<file path="src/rtl/bst_regs.svh">
// Constants of the boundary scan test port.
`ifndef BST_REGS_SVH
`define BST_REGS_SVH

// ****************************************************************
// Instruction register
// ****************************************************************
`define BST_IR_W          3
`define BST_IR_BOUNDARY   3'h0
`define BST_IR_CACHE_TEST 3'h3
`define BST_IR_RESET      3'h7
`define BST_IR_CAPTURE    3'h1

// ****************************************************************
// Boundary chain layout, index 0 nearest the serial input
// ****************************************************************
`define BST_CHAIN_LEN     58
`define BST_CELL_BUS_BIT4 0
`define BST_CELL_TEST_PIN 35
`define BST_CELL_PLL_PIN  36
`define BST_CELL_BUS_OE   57

// ****************************************************************
// Timing
// ****************************************************************
`define BST_SYNC_STAGES   2

`endif

</file>
<file path="src/rtl/bst_pkg.sv">
// Types of the boundary scan test port.
package bst_pkg;

  // ****************************************************************
  // Port controller states
  // ****************************************************************
  typedef enum logic [3:0] {
    BST_TLR, BST_RTI,
    BST_SEL_DR, BST_CAP_DR, BST_SHF_DR, BST_EX1_DR,
    BST_PAU_DR, BST_EX2_DR, BST_UPD_DR,
    BST_SEL_IR, BST_CAP_IR, BST_SHF_IR, BST_EX1_IR,
    BST_PAU_IR, BST_EX2_IR, BST_UPD_IR
  } bst_state_t;

  // ****************************************************************
  // Serial link pins from the tester
  // ****************************************************************
  typedef struct packed {
    logic test_serial_clock;
    logic test_mode_select;
    logic serial_test_in;
  } bst_link_t;

endpackage : bst_pkg

</file>
<file path="src/rtl/bst_test_port.sv">
// Boundary scan test port: controller, instruction, bypass and chain.
`timescale 1ns/1ps
`include "bst_regs.svh"

module bst_test_port #(
  parameter int CHAIN_LEN = `BST_CHAIN_LEN
) (
  // Clock and reset
  input  wire logic                   clock_in,
  input  wire logic                   nrst_in,
  // Serial link from the tester
  input  wire bst_pkg::bst_link_t     link_in,
  output logic                        serial_test_out,
  output logic                        serial_test_oe_out,
  // Pin values seen by the chain and values it forces
  input  wire logic [CHAIN_LEN-1:0]   pins_in,
  output logic      [CHAIN_LEN-1:0]   pins_force_out,
  output logic                        pins_force_en_out,
  output logic                        pll_bypass_pin_out,
  output logic                        factory_test_pin_out,
  // Test features
  output logic                        cache_test_latch_out
);
  import bst_pkg::*;

  // The cell order is fixed, so any other length cannot be served.
  if (CHAIN_LEN != `BST_CHAIN_LEN) begin : g_bad_chain_len
    $error("Chain length must match the fixed cell order.");
  end

  // ****************************************************************
  // Synchronisers
  // ****************************************************************
  // Link pins and pin values are from outside the clock domain.
  bst_link_t                 link_meta_reg;
  bst_link_t                 link_sync_reg;
  logic                      tck_prev_reg;
  logic [CHAIN_LEN-1:0]      pins_meta_reg;
  logic [CHAIN_LEN-1:0]      pins_sync_reg;
  logic                      tck_rise;
  logic                      tck_fall;

  always_ff @(posedge clock_in or negedge nrst_in) begin
    if (!nrst_in) begin
      link_meta_reg <= '0;
      link_sync_reg <= '0;
      tck_prev_reg  <= 1'b0;
    end else begin
      link_meta_reg <= link_in;
      link_sync_reg <= link_meta_reg;
      tck_prev_reg  <= link_sync_reg.test_serial_clock;
    end
  end

  always_ff @(posedge clock_in or negedge nrst_in) begin
    if (!nrst_in) begin
      pins_meta_reg <= '0;
      pins_sync_reg <= '0;
    end else begin
      pins_meta_reg <= pins_in;
      pins_sync_reg <= pins_meta_reg;
    end
  end

  // Edges are seen two to three clocks late, so the test clock must
  // stay well below a quarter of this clock.
  assign tck_rise = link_sync_reg.test_serial_clock & ~tck_prev_reg;
  assign tck_fall = ~link_sync_reg.test_serial_clock & tck_prev_reg;

  // ****************************************************************
  // Port controller
  // ****************************************************************
  bst_state_t state_reg;
  bst_state_t state_next;
  logic       tms;

  assign tms = link_sync_reg.test_mode_select;

  always_comb begin
    state_next = state_reg;
    unique case (state_reg)
      BST_TLR:    state_next = tms ? BST_TLR    : BST_RTI;
      BST_RTI:    state_next = tms ? BST_SEL_DR : BST_RTI;
      BST_SEL_DR: state_next = tms ? BST_SEL_IR : BST_CAP_DR;
      BST_CAP_DR: state_next = tms ? BST_EX1_DR : BST_SHF_DR;
      BST_SHF_DR: state_next = tms ? BST_EX1_DR : BST_SHF_DR;
      BST_EX1_DR: state_next = tms ? BST_UPD_DR : BST_PAU_DR;
      BST_PAU_DR: state_next = tms ? BST_EX2_DR : BST_PAU_DR;
      BST_EX2_DR: state_next = tms ? BST_UPD_DR : BST_SHF_DR;
      BST_UPD_DR: state_next = tms ? BST_SEL_DR : BST_RTI;
      BST_SEL_IR: state_next = tms ? BST_TLR    : BST_CAP_IR;
      BST_CAP_IR: state_next = tms ? BST_EX1_IR : BST_SHF_IR;
      BST_SHF_IR: state_next = tms ? BST_EX1_IR : BST_SHF_IR;
      BST_EX1_IR: state_next = tms ? BST_UPD_IR : BST_PAU_IR;
      BST_PAU_IR: state_next = tms ? BST_EX2_IR : BST_PAU_IR;
      BST_EX2_IR: state_next = tms ? BST_UPD_IR : BST_SHF_IR;
      BST_UPD_IR: state_next = tms ? BST_SEL_DR : BST_RTI;
    endcase
  end

  always_ff @(posedge clock_in or negedge nrst_in) begin
    if (!nrst_in) begin
      state_reg <= BST_TLR;
    end else if (tck_rise) begin
      state_reg <= state_next;
    end
  end

  // ****************************************************************
  // Instruction register
  // ****************************************************************
  logic [`BST_IR_W-1:0] ir_shift_reg;
  logic [`BST_IR_W-1:0] ir_reg;
  logic                 sel_boundary;

  always_ff @(posedge clock_in or negedge nrst_in) begin
    if (!nrst_in) begin
      ir_shift_reg <= `BST_IR_RESET;
    end else if (tck_rise) begin
      if (state_reg == BST_CAP_IR) begin
        ir_shift_reg <= `BST_IR_CAPTURE;
      end else if (state_reg == BST_SHF_IR) begin
        ir_shift_reg <= {link_sync_reg.serial_test_in,
                         ir_shift_reg[`BST_IR_W-1:1]};
      end
    end
  end

  // The instruction changes on the falling test clock edge.
  always_ff @(posedge clock_in or negedge nrst_in) begin
    if (!nrst_in) begin
      ir_reg <= `BST_IR_RESET;
    end else if (tck_fall) begin
      if (state_reg == BST_TLR) begin
        ir_reg <= `BST_IR_RESET;
      end else if (state_reg == BST_UPD_IR) begin
        ir_reg <= ir_shift_reg;
      end
    end
  end

  // Only the all-zero code reaches the chain; 011 and every other
  // code with a one keep the bypass flip-flop in the path.
  assign sel_boundary = (ir_reg == `BST_IR_BOUNDARY);

  // ****************************************************************
  // Cache test latch
  // ****************************************************************
  // Only processor reset clears it; leaving the test state does not.
  always_ff @(posedge clock_in or negedge nrst_in) begin
    if (!nrst_in) begin
      cache_test_latch_out <= 1'b0;
    end else if (tck_fall && state_reg == BST_UPD_IR &&
                 ir_shift_reg == `BST_IR_CACHE_TEST) begin
      cache_test_latch_out <= 1'b1;
    end
  end

  // ****************************************************************
  // Data registers
  // ****************************************************************
  logic                 bypass_reg;
  logic [CHAIN_LEN-1:0] chain_shift_reg;
  logic [CHAIN_LEN-1:0] chain_hold_reg;
  logic [CHAIN_LEN-1:0] chain_reset_val;

  always_comb begin
    chain_reset_val = '0;
    chain_reset_val[`BST_CELL_TEST_PIN] = 1'b1;
    chain_reset_val[`BST_CELL_PLL_PIN]  = 1'b1;
  end

  always_ff @(posedge clock_in or negedge nrst_in) begin
    if (!nrst_in) begin
      bypass_reg <= 1'b0;
    end else if (tck_rise && !sel_boundary) begin
      if (state_reg == BST_CAP_DR) begin
        bypass_reg <= 1'b0;
      end else if (state_reg == BST_SHF_DR) begin
        bypass_reg <= link_sync_reg.serial_test_in;
      end
    end
  end

  // Cell 0 sits next to the serial input, the last next to the output.
  always_ff @(posedge clock_in or negedge nrst_in) begin
    if (!nrst_in) begin
      chain_shift_reg <= '0;
    end else if (tck_rise && sel_boundary) begin
      if (state_reg == BST_CAP_DR) begin
        chain_shift_reg <= pins_sync_reg;
      end else if (state_reg == BST_SHF_DR) begin
        chain_shift_reg <= {chain_shift_reg[CHAIN_LEN-2:0],
                            link_sync_reg.serial_test_in};
      end
    end
  end

  always_ff @(posedge clock_in or negedge nrst_in) begin
    if (!nrst_in) begin
      chain_hold_reg <= '0;
    end else if (tck_fall && sel_boundary && state_reg == BST_UPD_DR) begin
      chain_hold_reg <= chain_shift_reg;
    end
  end

  // ****************************************************************
  // Pin forcing
  // ****************************************************************
  // The two strap cells read deasserted until a boundary update.
  logic force_valid_reg;

  always_ff @(posedge clock_in or negedge nrst_in) begin
    if (!nrst_in) begin
      force_valid_reg <= 1'b0;
    end else if (tck_fall && sel_boundary && state_reg == BST_UPD_DR) begin
      force_valid_reg <= 1'b1;
    end else if (tck_fall && state_reg == BST_TLR) begin
      force_valid_reg <= 1'b0;
    end
  end

  always_ff @(posedge clock_in or negedge nrst_in) begin
    if (!nrst_in) begin
      pins_force_out       <= '0;
      pins_force_en_out    <= 1'b0;
      pll_bypass_pin_out   <= 1'b1;
      factory_test_pin_out <= 1'b1;
    end else begin
      pins_force_out       <= force_valid_reg ? chain_hold_reg
                                              : chain_reset_val;
      pins_force_en_out    <= sel_boundary & force_valid_reg;
      pll_bypass_pin_out   <= force_valid_reg ?
                              chain_hold_reg[`BST_CELL_PLL_PIN] :
                              1'b1;
      factory_test_pin_out <= force_valid_reg ?
                              chain_hold_reg[`BST_CELL_TEST_PIN] :
                              1'b1;
    end
  end

  // ****************************************************************
  // Serial output
  // ****************************************************************
  always_ff @(posedge clock_in or negedge nrst_in) begin
    if (!nrst_in) begin
      serial_test_out    <= 1'b0;
      serial_test_oe_out <= 1'b0;
    end else if (tck_fall) begin
      serial_test_oe_out <= (state_reg == BST_SHF_DR) ||
                            (state_reg == BST_SHF_IR);
      if (state_reg == BST_SHF_IR) begin
        serial_test_out <= ir_shift_reg[0];
      end else if (sel_boundary) begin
        serial_test_out <= chain_shift_reg[`BST_CELL_BUS_OE];
      end else begin
        serial_test_out <= bypass_reg;
      end
    end
  end

endmodule : bst_test_port

</file>
<file path="config.mk">
export PLATFORM = sky130hd
export DESIGN_NAME = bst_test_port
export DESIGN_NICKNAME = d
export VERILOG_FILES = /design/src/rtl/bst_pkg.sv /design/src/rtl/bst_test_port.sv
export VERILOG_INCLUDE_DIRS = /design/src /design/src/rtl
export SDC_FILE = /design/constraint.sdc
export NUM_CORES = 1
export LEC_CHECK = 0
export ABC_AREA = 1
export BUFFER_PORTS_ARGS = -buffer_cell sky130_fd_sc_hd__buf_2
export CORE_MARGIN = 4
export CORE_UTILIZATION = 45
export DETAILED_ROUTE_END_ITERATION = 7
export HOLD_SLACK_MARGIN = 0.05
export SKIP_CTS_REPAIR_TIMING = 1
export SYNTH_ARGS = -nofsm -noshare
export SYNTH_HDL_FRONTEND = slang
export SYNTH_SLANG_ARGS = --single-unit
export TNS_END_PERCENT = 20
</file>
<file path="constraint.sdc">
create_clock -name clock_in -period 2.94 [get_ports clock_in]
set_input_delay 0.588 -clock clock_in [delete_from_list [all_inputs] [get_ports clock_in]]
set_output_delay 0.588 -clock clock_in [all_outputs]
set_load 0.01 [all_outputs]
</file>
==> results by group, run 1 <==
Outcome
  – Outcome: finished clean

Layout
  – Final nets: 1,191
  – Fillers: 2,097
  – Antenna Cells: 0
  – Final std cell area, no fill: 0.0130 mm²
  – Layout cell share with drive strength beyond 1: 18.5%
  – Syn-to-layout area delta: 19.6%

CTS
  – Sink Count: 315
  – CTS buffer count: 34
  – Max Root-Sink Buffers: 3
  – CTS tree: yes
  – H-tree Lvls: 2
  – Clk_lat worst skew: 0.50 ns
  – Clock transition at path regs: 0.06 ns
  – Root buffer cell: clkbuf_16

Pwr
  – Worst vdd ir: 0.516 mV
  – Sw Ratio: 22.3%
  – Clk pwr share: 45.6%
  – Power Total: 9.75 mW
  – Leakage power: 6.87 nW
  – Sequential share of power: 47.3%
  – Combinational power share: 7.1%
  – P per Cell Area: 747 mW/mm²
  – Internal power: 7.57 mW
  – Switching pwr: 2.18 mW

Critical path
  – Worst EP arrival: 2.51 ns
  – Crit path cell chain: nand2_1 -> inv_1 -> nand2_4 -> buf_4 -> nand2_1 -> o21ai_0 -> o21ai_1
  – Critical path's slowest cell: buf_4
  – Req. time, crit path: 3.32 ns
  – Slowest stage delay, CP: 0.59 ns
  – Crit path top cell by count: nand2_1
  – Cells on worst reg2reg path: 7
  – Worst R2R End: chain_shift_reg[32]
  – Worst reg2reg setup slack: 0.81 ns
  – CP Launch Type: flop
  – Worst-path maximum fanout: 66
  – Worst reg2reg startpoint: state_reg[1]
  – Worst Setup End Kind: flop
  – Crit Path Category: reg2reg

Timing
  – Worst Skew: 0.0136 ns
  – Final hold viol count: 0
  – Max Fclk: 0.470 GHz
  – TNS Setup: 0 ns
  – Final period util: 72.4%
  – Relative slew slack: 59.5%
  – Min Clock Period, post-route: 2.13 ns
  – Hold_ws: 0.0634 ns
  – Worst Tran Pin Value: 0.607 ns
  – Max-slew violation count: 0
  – Post-route setup slack: 0.812 ns
  – Final setup viols: 0
  – Setup repair after global routing missed its margin: false

Global route
  – Largest net degree at the start of global routing: 107
  – Vias in the first global route: 6,607
  – First-pass GRT wire length: 33,400 µm
  – GR Overflow Total: 0
  – Total track usage: 15.4%
  – Initial antenna violation count: 0

Floorplan
  – Initial Utilization: 46.0%
  – Chip height: 164 µm
  – Core area: 0.0237 mm²
  – Die Area: 0.0268 mm²
  – Die Width: 164 µm
  – Boundary Pins: 127
  – Row count: 56

Logic synthesis
  – Simple-gate share of the synthesized area: 11.4%
  – Synthesized-area fraction occupied by adder cells: 0%
  – Top area cells in the synthesized netlist: dfrtp_1 70%, nand2_1 9.1%, o21ai_0 5.7%
  – Synth cell types: 27
  – Cell area after synthesis: 0.0109 mm²
  – Mux contribution to synthesized area: 0%
  – Compound-gate portion of the synthesized area: 9.22%
  – Synth top area share: 70.5%
  – Seq/Total Area, Yosys: 72.4%
  – Post-Syn Area per Cell: 10.9 µm²
  – FF+latch count, synth: 315
  – Area leader, netlist: dfrtp_1
  – Post-synthesis async set-or-reset flop share: 100%
  – Prevailing post-synth register cell: dfrtp_1
  – Mapped Nets: 1,061
  – Number of flops mapped to enable cells by yosys: 0
  – Main combinational cell family by area after synthesis: simple AND/OR/NAND/NOR gates
  – Cells after synthesis: 998
  – Post-synthesis xor/xnor area fraction: 0%
  – Syn. warnings: 0

Drt
  – Final ANT Viol Nets: 0
  – Vias: 6,546
  – Initial DRC count: 441
  – Via-per-instance ratio: 4.45
  – DRC viols: 0
  – WL/cell: 13.3 µm
  – Total Wirelength: 19,500 µm
  – Drt first pass iters: 5

Place
  – GPL Wtd Cong: 0.766
  – Worst slack at placement: 0.812 ns
  – Final HPWL DP: 12,400 µm
  – Placed cell area: 0.0118 mm²
  – I/O Buffers: 126

Hold path
  – Hold/Removal Path Class: in2async

Run
  – Max Cap Viol: 0
## layer usage
metal | part of all wire [%] | vias up | wire length (µm) | global-route usage (%)
li1 | - | 3358 | - | -
met1 | 44 | 3031 | 8630 | 20.7
met2 | 49 | 119 | 9560 | 25.3
met5 | 0 | - | 0 | 0
met3 | 4.5 | 38 | 877 | 2.95
met4 | 2.5 | 0 | 483 | 5.07
## how the worst max path moves through the flow
stage,startpoint,endpoint,slack (ns),depth (start not counted)
floorplan,state_reg[1],chain_shift_reg[10],1.46,9
global placement,state_reg[1],chain_shift_reg[20],0.88,7
detailed placement,state_reg[1],chain_shift_reg[32],0.81,7
CTS,state_reg[1],chain_shift_reg[32],0.78,7
global route,state_reg[1],chain_shift_reg[5],0.52,7
finish,state_reg[1],chain_shift_reg[32],0.81,7
## metrics by stage
stage	cells	utilization, %
6_report	1471	55.1
5_1_grt	1471	55.1
4_1_cts	1471	55.1
3_5_place_dp	1411	50.0
3_3_place_gp	1411	50.0
2_1_floorplan	998	-
## final cells by class
type / count / area [µm²] / share of cell area [%]
Tap cell: 319 / 399 / 3.06
Clock buffer: 50 / 1020 / 7.84
Clock inverter: 10 / 179 / 1.37
Sequential cell: 315 / 7890 / 60.5
Multi-Input combinational cell: 506 / 2260 / 17.3
Timing Repair Buffer: 137 / 786 / 6.03
Inverter: 134 / 503 / 3.86
## cells in the mapped netlist, types with 2 or more instances
| cell | n |
|---|---|
| inv_2 | 2 |
| dfstp_2 | 8 |
| nand2_1 | 265 |
| a31oi_1 | 3 |
| nand3_1 | 12 |
| dfrtp_1 | 307 |
| nand2_2 | 2 |
| buf_4 | 2 |
| a21oi_1 | 6 |
| buf_2 | 8 |
| or2_2 | 2 |
| buf_6 | 10 |
| clkbuf_1 | 22 |
| inv_1 | 132 |
| nor2_1 | 19 |
| o21ai_1 | 61 |
| o21ai_0 | 125 |
| nor2_4 | 3 |
## power by group through the flow
stage	registers, mW	clock network (mW)	logic (mW)
floorplan	4.65	0	0.468
global placement	4.68	0	0.698
detailed placement	4.68	0	0.705
CTS	4.60	4.57	0.708
global route	4.62	4.78	0.813
finish	4.61	4.45	0.691
## layout by cell type, fill, tap and decap left out
cell type,count
a21oi_1,6
a31oi_1,3
a32oi_1,1
buf_12,5
buf_2,125
buf_4,6
buf_8,1
bufinv_16,5
clkbuf_1,6
clkbuf_16,35
clkbuf_8,9
clkinv_2,4
dfrtp_1,306
dfrtp_2,1
dfstp_2,8
inv_1,132
inv_2,2
inv_6,1
nand2_1,265
nand2_2,1
nand2_4,2
nand3_1,12
nand3_4,1
nand4_1,1
nand4_4,1
nor2_1,19
nor2_2,1
nor2_4,3
o21ai_0,125
o21ai_1,61
o21bai_1,1
o32ai_1,1
or2_2,2
## kinds of logic (layout without fill, tap and decap cells)
family,Yosys count,after routing
and+or+nand+nor,308,308
buffers and inverters,177,331
AOI/OAI and AO/OA,198,198
DFF,315,315
## critical path: cells and delay by family, from the launching register on
family	cells	cell delay (ns)
AOI/OAI and AO/OA	2	0.19
buffers and inverters	2	0.69
DFF	1	0.48
and+or+nand+nor	3	0.62
(Power assumes the default switching activity.)
==> run 2: changes to the inputs <==
clock period = 2 ns   (was 2.94 ns; I/O delays follow)
==> run 2 against run 1 <==
Against the previous run:
- critical path depth increased by 2
- global-route usage down 0.33 points
- highest routed layer unchanged
- sequential power increased by 47%
==> results by group, run 2 (synthesis results as in run 1) <==
Outcome
  – Outcome: finished clean

Timing
  – Final setup viols: 0 (unchanged)
  – Relative slew slack: 66.7% (+7.2 points)
  – Worst Tran Pin Value: 0.499 ns (-0.108 ns)
  – Final hold viol count: 0 (unchanged)
  – Max Fclk: 0.587 GHz (+25%)
  – Worst Skew: 0.0138 ns (+0.000127 ns)
  – Min Clock Period, post-route: 1.70 ns (-0.425 ns)
  – Setup repair after global routing missed its margin: false
  – Final period util: 85.2% (+13 points)
  – TNS Setup: 0 ns (unchanged)
  – Hold_ws: 0.342 ns (+0.278 ns)
  – Max-slew violation count: 0 (unchanged)

Drt
  – WL/cell: 12.8 µm (-3.3%)
  – Initial DRC count: 440 (-0.23%)
  – Total Wirelength: 19,700 µm (+1.0%)
  – Final ANT Viol Nets: 0 (unchanged)
  – Via-per-instance ratio: 4.44 (-0.32%)
  – Drt first pass iters: 5 (unchanged)
  – DRC viols: 0 (unchanged)
  – Vias: 6,818 (+4.2%)

Place
  – GPL Wtd Cong: 0.815 (+6.5%)
  – Final HPWL DP: 12,200 µm (-1.6%)
  – I/O Buffers: 126 (unchanged)

Global route
  – Largest net degree at the start of global routing: 118 (+10%)
  – Initial antenna violation count: 0 (unchanged)
  – Total track usage: 15.0% (-0.33 points)
  – Vias in the first global route: 6,519 (-1.3%)
  – GR Overflow Total: 0 (unchanged)
  – First-pass GRT wire length: 32,700 µm (-2.1%)

Layout
  – Syn-to-layout area delta: 25.5%
  – Layout cell share with drive strength beyond 1: 17.7% (-0.76 points)
  – Commonest non-fill, non-tap cells in the layout: 306 x dfrtp_1, 265 x nand2_1, 132 x inv_1
  – Most common cell after layout, fill and taps aside: dfrtp_1
  – Final nets: 1,255 (+5.4%)
  – Antenna Cells: 0 (unchanged)

Hold path
  – Worst hold stages: 0
  – Hold_sp: pins_meta_reg[7]
  – Hold worst-path end: pins_sync_reg[7]
  – Hold/Removal Path Class: reg2reg

Floorplan
  – Chip height: 164 µm (unchanged)
  – Die Width: 164 µm (unchanged)
  – Core area: 0.0237 mm² (unchanged)
  – Row count: 56 (unchanged)
  – Boundary Pins: 127 (unchanged)
  – Initial Utilization: 46.0% (unchanged)
  – Die Area: 0.0268 mm² (unchanged)

Critical path
  – Cells on worst reg2reg path: 9 (+2)
  – Req. time, crit path: 2.38 ns (-0.94 ns)
  – Worst-path maximum fanout: 115 (+74%)
  – Worst R2R End: chain_shift_reg[0]
  – Crit Path Category: reg2reg
  – Crit path from: state_reg[1]
  – Worst reg2reg setup slack: 0.30 ns (-0.52 ns)
  – Worst Setup End Kind: flop
  – CP Launch Type: flop
  – Worst EP arrival: 2.09 ns (-0.42 ns)
  – Worst reg2reg startpoint: state_reg[1]

Pwr
  – Leakage power: 7.13 nW (+3.7%)
  – P per Cell Area: 1030 mW/mm² (+38%)
  – Worst vdd ir: 0.619 mV (+20%)

Run
  – Max Cap Viol: 0 (unchanged)

CTS
  – CTS tree: yes
  – Clk_lat worst skew: 0.50 ns (about the same)
  – Clock transition at path regs: 0.06 ns (about the same)
  – CTS buffer count: 34 (unchanged)
  – Root buffer cell: clkbuf_16
  – Max Root-Sink Buffers: 3 (unchanged)
  – Sink Count: 315 (unchanged)
  – H-tree Lvls: 2 (unchanged)
==> run 2: cell count changes in the layout (fill, tap and decap cells not counted), moves of 3 or more <==
cell	delta
dlygate4sd3_1	+62
buf_4	-3
buf_12	+5
clkinvlp_4	+3
bufinv_16	-3
==> run 2: final cells by class <==
| type | instances | area (µm²) |
|---|---|---|
| clock buffers | 51 | 1010 |
| fillers | 2073 | 10000 |
| repair buffers | 201 | 1480 |
| well taps | 319 | 399 |
| flip-flops and latches | 315 | 7890 |
| clock inverters | 11 | 131 |
| inverters | 134 | 503 |
| multi-input cells | 506 | 2260 |
==> run 2: worst max-delay path, cell delays in order (launching register included) <==
cell and delay, ns:
dfrtp_1 0.47, nand2_1 0.10, inv_1 0.10, nand2_4 0.12, nand2_4 0.07, nand3_4 0.06, buf_12 0.36, inv_1 0.11
nand2_1 0.08, o21ai_0 0.08
==> run 2: routing by layer <==
metal | vias to the layer above | share of wire [%] | track usage [%]
met3 | 39 | 4.8 | 2.88
li1 | 3487 | - | -
met5 | - | 0 | 0
met2 | 157 | 48 | 24.2
met4 | 0 | 2.2 | 5.15
met1 | 3135 | 45 | 20.7
==> run 2: worst max path at each step <==
stage | slack (ns) | to
after floorplan | 0.52 | chain_shift_reg[10]
after global placement | 0.31 | chain_shift_reg[0]
after detailed placement | 0.26 | chain_shift_reg[0]
after CTS | 0.26 | chain_shift_reg[0]
after global routing | 0.1 | chain_shift_reg[0]
final | 0.30 | chain_shift_reg[0]
==> run 2: report_power, final <==
part	total, mW	internal (mW)	switching, mW
sequential	6.77	6.62	0.147
combinational	1.16	0.428	0.734
clock	6.21	3.79	2.42
total	14.1	10.8	3.30
==> run 2: through the flow <==
| step | util [%] | setup WS [ns] | area [µm²] | power, mW | std cells |
|---|---|---|---|---|---|
| after floorplan | - | 0.519 | 10900 | 7.53 | 998 |
| after global placement | 50.3 | 0.313 | 11900 | 7.94 | 1413 |
| after detailed placement | 50.3 | 0.263 | 11900 | 7.96 | 1413 |
| after CTS | 55.2 | 0.257 | 13100 | 14.2 | 1475 |
| after global routing | 57.8 | 0.0964 | 13700 | 14.8 | 1537 |
| final | 57.8 | 0.297 | 13700 | 14.1 | 1537 |
==> run 3: changes to the inputs <==
SETUP_SLACK_MARGIN = 0.5   (was default)
==> run 3 against run 2 <==
Against the previous run:
- cell count is 1.8% higher
- hold slack worse by 0.0012 ns
- wire length is 22% higher
- clock skew is 0.0015 ns higher
- global-route usage stayed put
- first-iteration DRC count is 0.23% lower
- sequential share of layout area is 1.9 points lower
==> results by group, run 3 (synthesis results as in run 1) <==
Drt
  – Via-per-instance ratio: 4.57 (+3.1%)
  – Initial DRC count: 439 (-0.23%)
  – Vias: 7,151 (+4.9%)
  – Total Wirelength: 24,100 µm (+22%)
  – WL/cell: 15.4 µm (+20%)
  – Final ANT Viol Nets: 0 (unchanged)
  – DRC viols: 0 (unchanged)
  – Drt first pass iters: 6 (+1)

Place
  – Inst Count DP: 1,413 (unchanged)
  – GPL Wtd Cong: 0.815 (unchanged)
  – Final HPWL DP: 12,200 µm (unchanged)
  – I/O Buffers: 126 (unchanged)

Pwr
  – Worst vdd ir: 0.618 mV (about the same)
  – P per Cell Area: 1010 mW/mm² (-2.2%)
  – Leakage power: 7.38 nW (+3.6%)

Critical path
  – Worst R2R End: chain_shift_reg[55]
  – CP Launch Type: flop
  – Req. time, crit path: 2.38 ns (about the same)
  – Crit Path Category: reg2reg
  – Cells on worst reg2reg path: 8 (-1)
  – Worst reg2reg setup slack: 0.45 ns (+0.15 ns)
  – Worst EP arrival: 1.94 ns (-0.15 ns)
  – Worst Setup End Kind: flop
  – Worst reg2reg startpoint: state_reg[0]
  – Worst-path maximum fanout: 9 (-92%)

CTS
  – Clk_lat worst skew: 0.51 ns (about the same)
  – H-tree Lvls: 2 (unchanged)
  – Max Root-Sink Buffers: 3 (unchanged)
  – Sink Count: 315 (unchanged)
  – CTS tree: yes
  – Clock transition at path regs: 0.06 ns (about the same)
  – CTS buffer count: 34 (unchanged)
  – Root buffer cell: clkbuf_16

Hold path
  – Hold_sp: pins_meta_reg[23]
  – Hold/Removal Path Class: reg2reg
  – Worst hold stages: 0 (unchanged)
  – Hold worst-path end: pins_sync_reg[23]

Timing
  – TNS Setup: 0 ns (unchanged)
  – Worst Skew: 0.0152 ns (+0.00148 ns)
  – Final setup viols: 0 (unchanged)
  – Min Clock Period, post-route: 1.55 ns (-0.153 ns)
  – Worst Tran Pin Value: 0.507 ns (+0.00775 ns)
  – Max-slew violation count: 0 (unchanged)
  – Max Fclk: 0.645 GHz (+9.9%)
  – Final period util: 77.5% (-7.6 points)
  – Setup repair after global routing missed its margin: true
  – Relative slew slack: 66.2% (-0.52 points)
  – Final hold viol count: 0 (unchanged)

Layout
  – Most common cell after layout, fill and taps aside: dfrtp_1
  – FF/Latch Area: 0.00790 mm² (about the same)
  – Fillers: 2,014 (-2.8%)
  – Commonest non-fill, non-tap cells in the layout: 302 x dfrtp_1, 262 x nand2_1, 128 x inv_1
  – Syn-to-layout area delta: 30.0%
  – Antenna Cells: 0 (unchanged)
  – Non-Filler Instances: 1,564 (+1.8%)
  – Multi-input gate area: 0.00229 mm² (+1.5%)
  – Final nets: 1,282 (+2.2%)
  – Layout cell share with drive strength beyond 1: 20.8% (+3.1 points)

Global route
  – Largest net degree at the start of global routing: 118 (unchanged)
  – Initial antenna violation count: 0 (unchanged)
  – First-pass GRT wire length: 32,700 µm (unchanged)
  – GR Overflow Total: 0 (unchanged)
  – Vias in the first global route: 6,519 (unchanged)
  – Total track usage: 15.0% (unchanged)

Run
  – Max Cap Viol: 0 (unchanged)

Floorplan
  – Die Area: 0.0268 mm² (unchanged)
  – Initial Utilization: 46.0% (unchanged)
  – Die Width: 164 µm (unchanged)
  – Core area: 0.0237 mm² (unchanged)
  – Row count: 56 (unchanged)
  – Boundary Pins: 127 (unchanged)
  – Chip height: 164 µm (unchanged)

Outcome
  – Outcome: finished clean
run 3: cell count changes in the layout (fill, tap and decap cells not counted), sizes merged:
cell          change
buf              +18
dlymetal6s2s      +1
clkbuf            +8
run 3: critical path: stages (launching register included):
cell	delay (ns)
dfrtp_2	0.45
nor2_4	0.20
nand2_2	0.11
nand2_4	0.10
nand3_4	0.08
buf_12	0.17
clkbuf_16	0.17
nand2_1	0.07
o21ai_0	0.07
run 3: worst max-delay path by stage:
| stage | start | endpoint | slack [ns] | cells past startpoint |
|---|---|---|---|---|
| floorplan | state_reg[1] | chain_shift_reg[10] | 0.52 | 9 |
| global placement | state_reg[1] | chain_shift_reg[0] | 0.31 | 9 |
| detailed placement | state_reg[1] | chain_shift_reg[0] | 0.26 | 9 |
| CTS | state_reg[1] | chain_shift_reg[0] | 0.26 | 9 |
| global route | state_reg[2] | chain_shift_reg[55] | 0.36 | 9 |
| finish | state_reg[0] | chain_shift_reg[55] | 0.45 | 8 |
run 3: layer usage:
layer,part of all wire (%),vias to the layer above,track usage (%)
met5,0,-,0
met4,2.3,0,5.15
met3,4.7,45,2.88
met2,50,189,24.2
met1,43,3369,20.7
li1,-,3548,-
run 3: per-stage QoR:
step,setup slack [ns],power (mW),utilization (%),hold slack [ns],cell area [µm²]
after floorplan,0.519,7.53,-,0.104,10900
after global placement,0.313,7.94,50.3,0.332,11900
after detailed placement,0.263,7.96,50.3,0.335,11900
after CTS,0.257,14.2,55.2,-0.158,13100
after global routing,0.363,15.0,59.8,0.345,14200
final,0.450,14.3,59.8,0.341,14200
run 3: final cells by class:
cell class	instances	share of cell area (%)
Clock inverter	11	0.927
Timing Repair Buffer	228	13.6
Tap cell	319	2.82
Multi-Input combinational cell	506	16.2
Sequential cell	315	55.7
Clock buffer	51	7.16
Inverter	134	3.55
run 3: power by group:
group	switching (mW)	leakage, nW	internal, mW
Combinational	0.782	2.76	0.510
Sequential	0.152	4.06	6.63
Clock	2.46	0.556	3.79
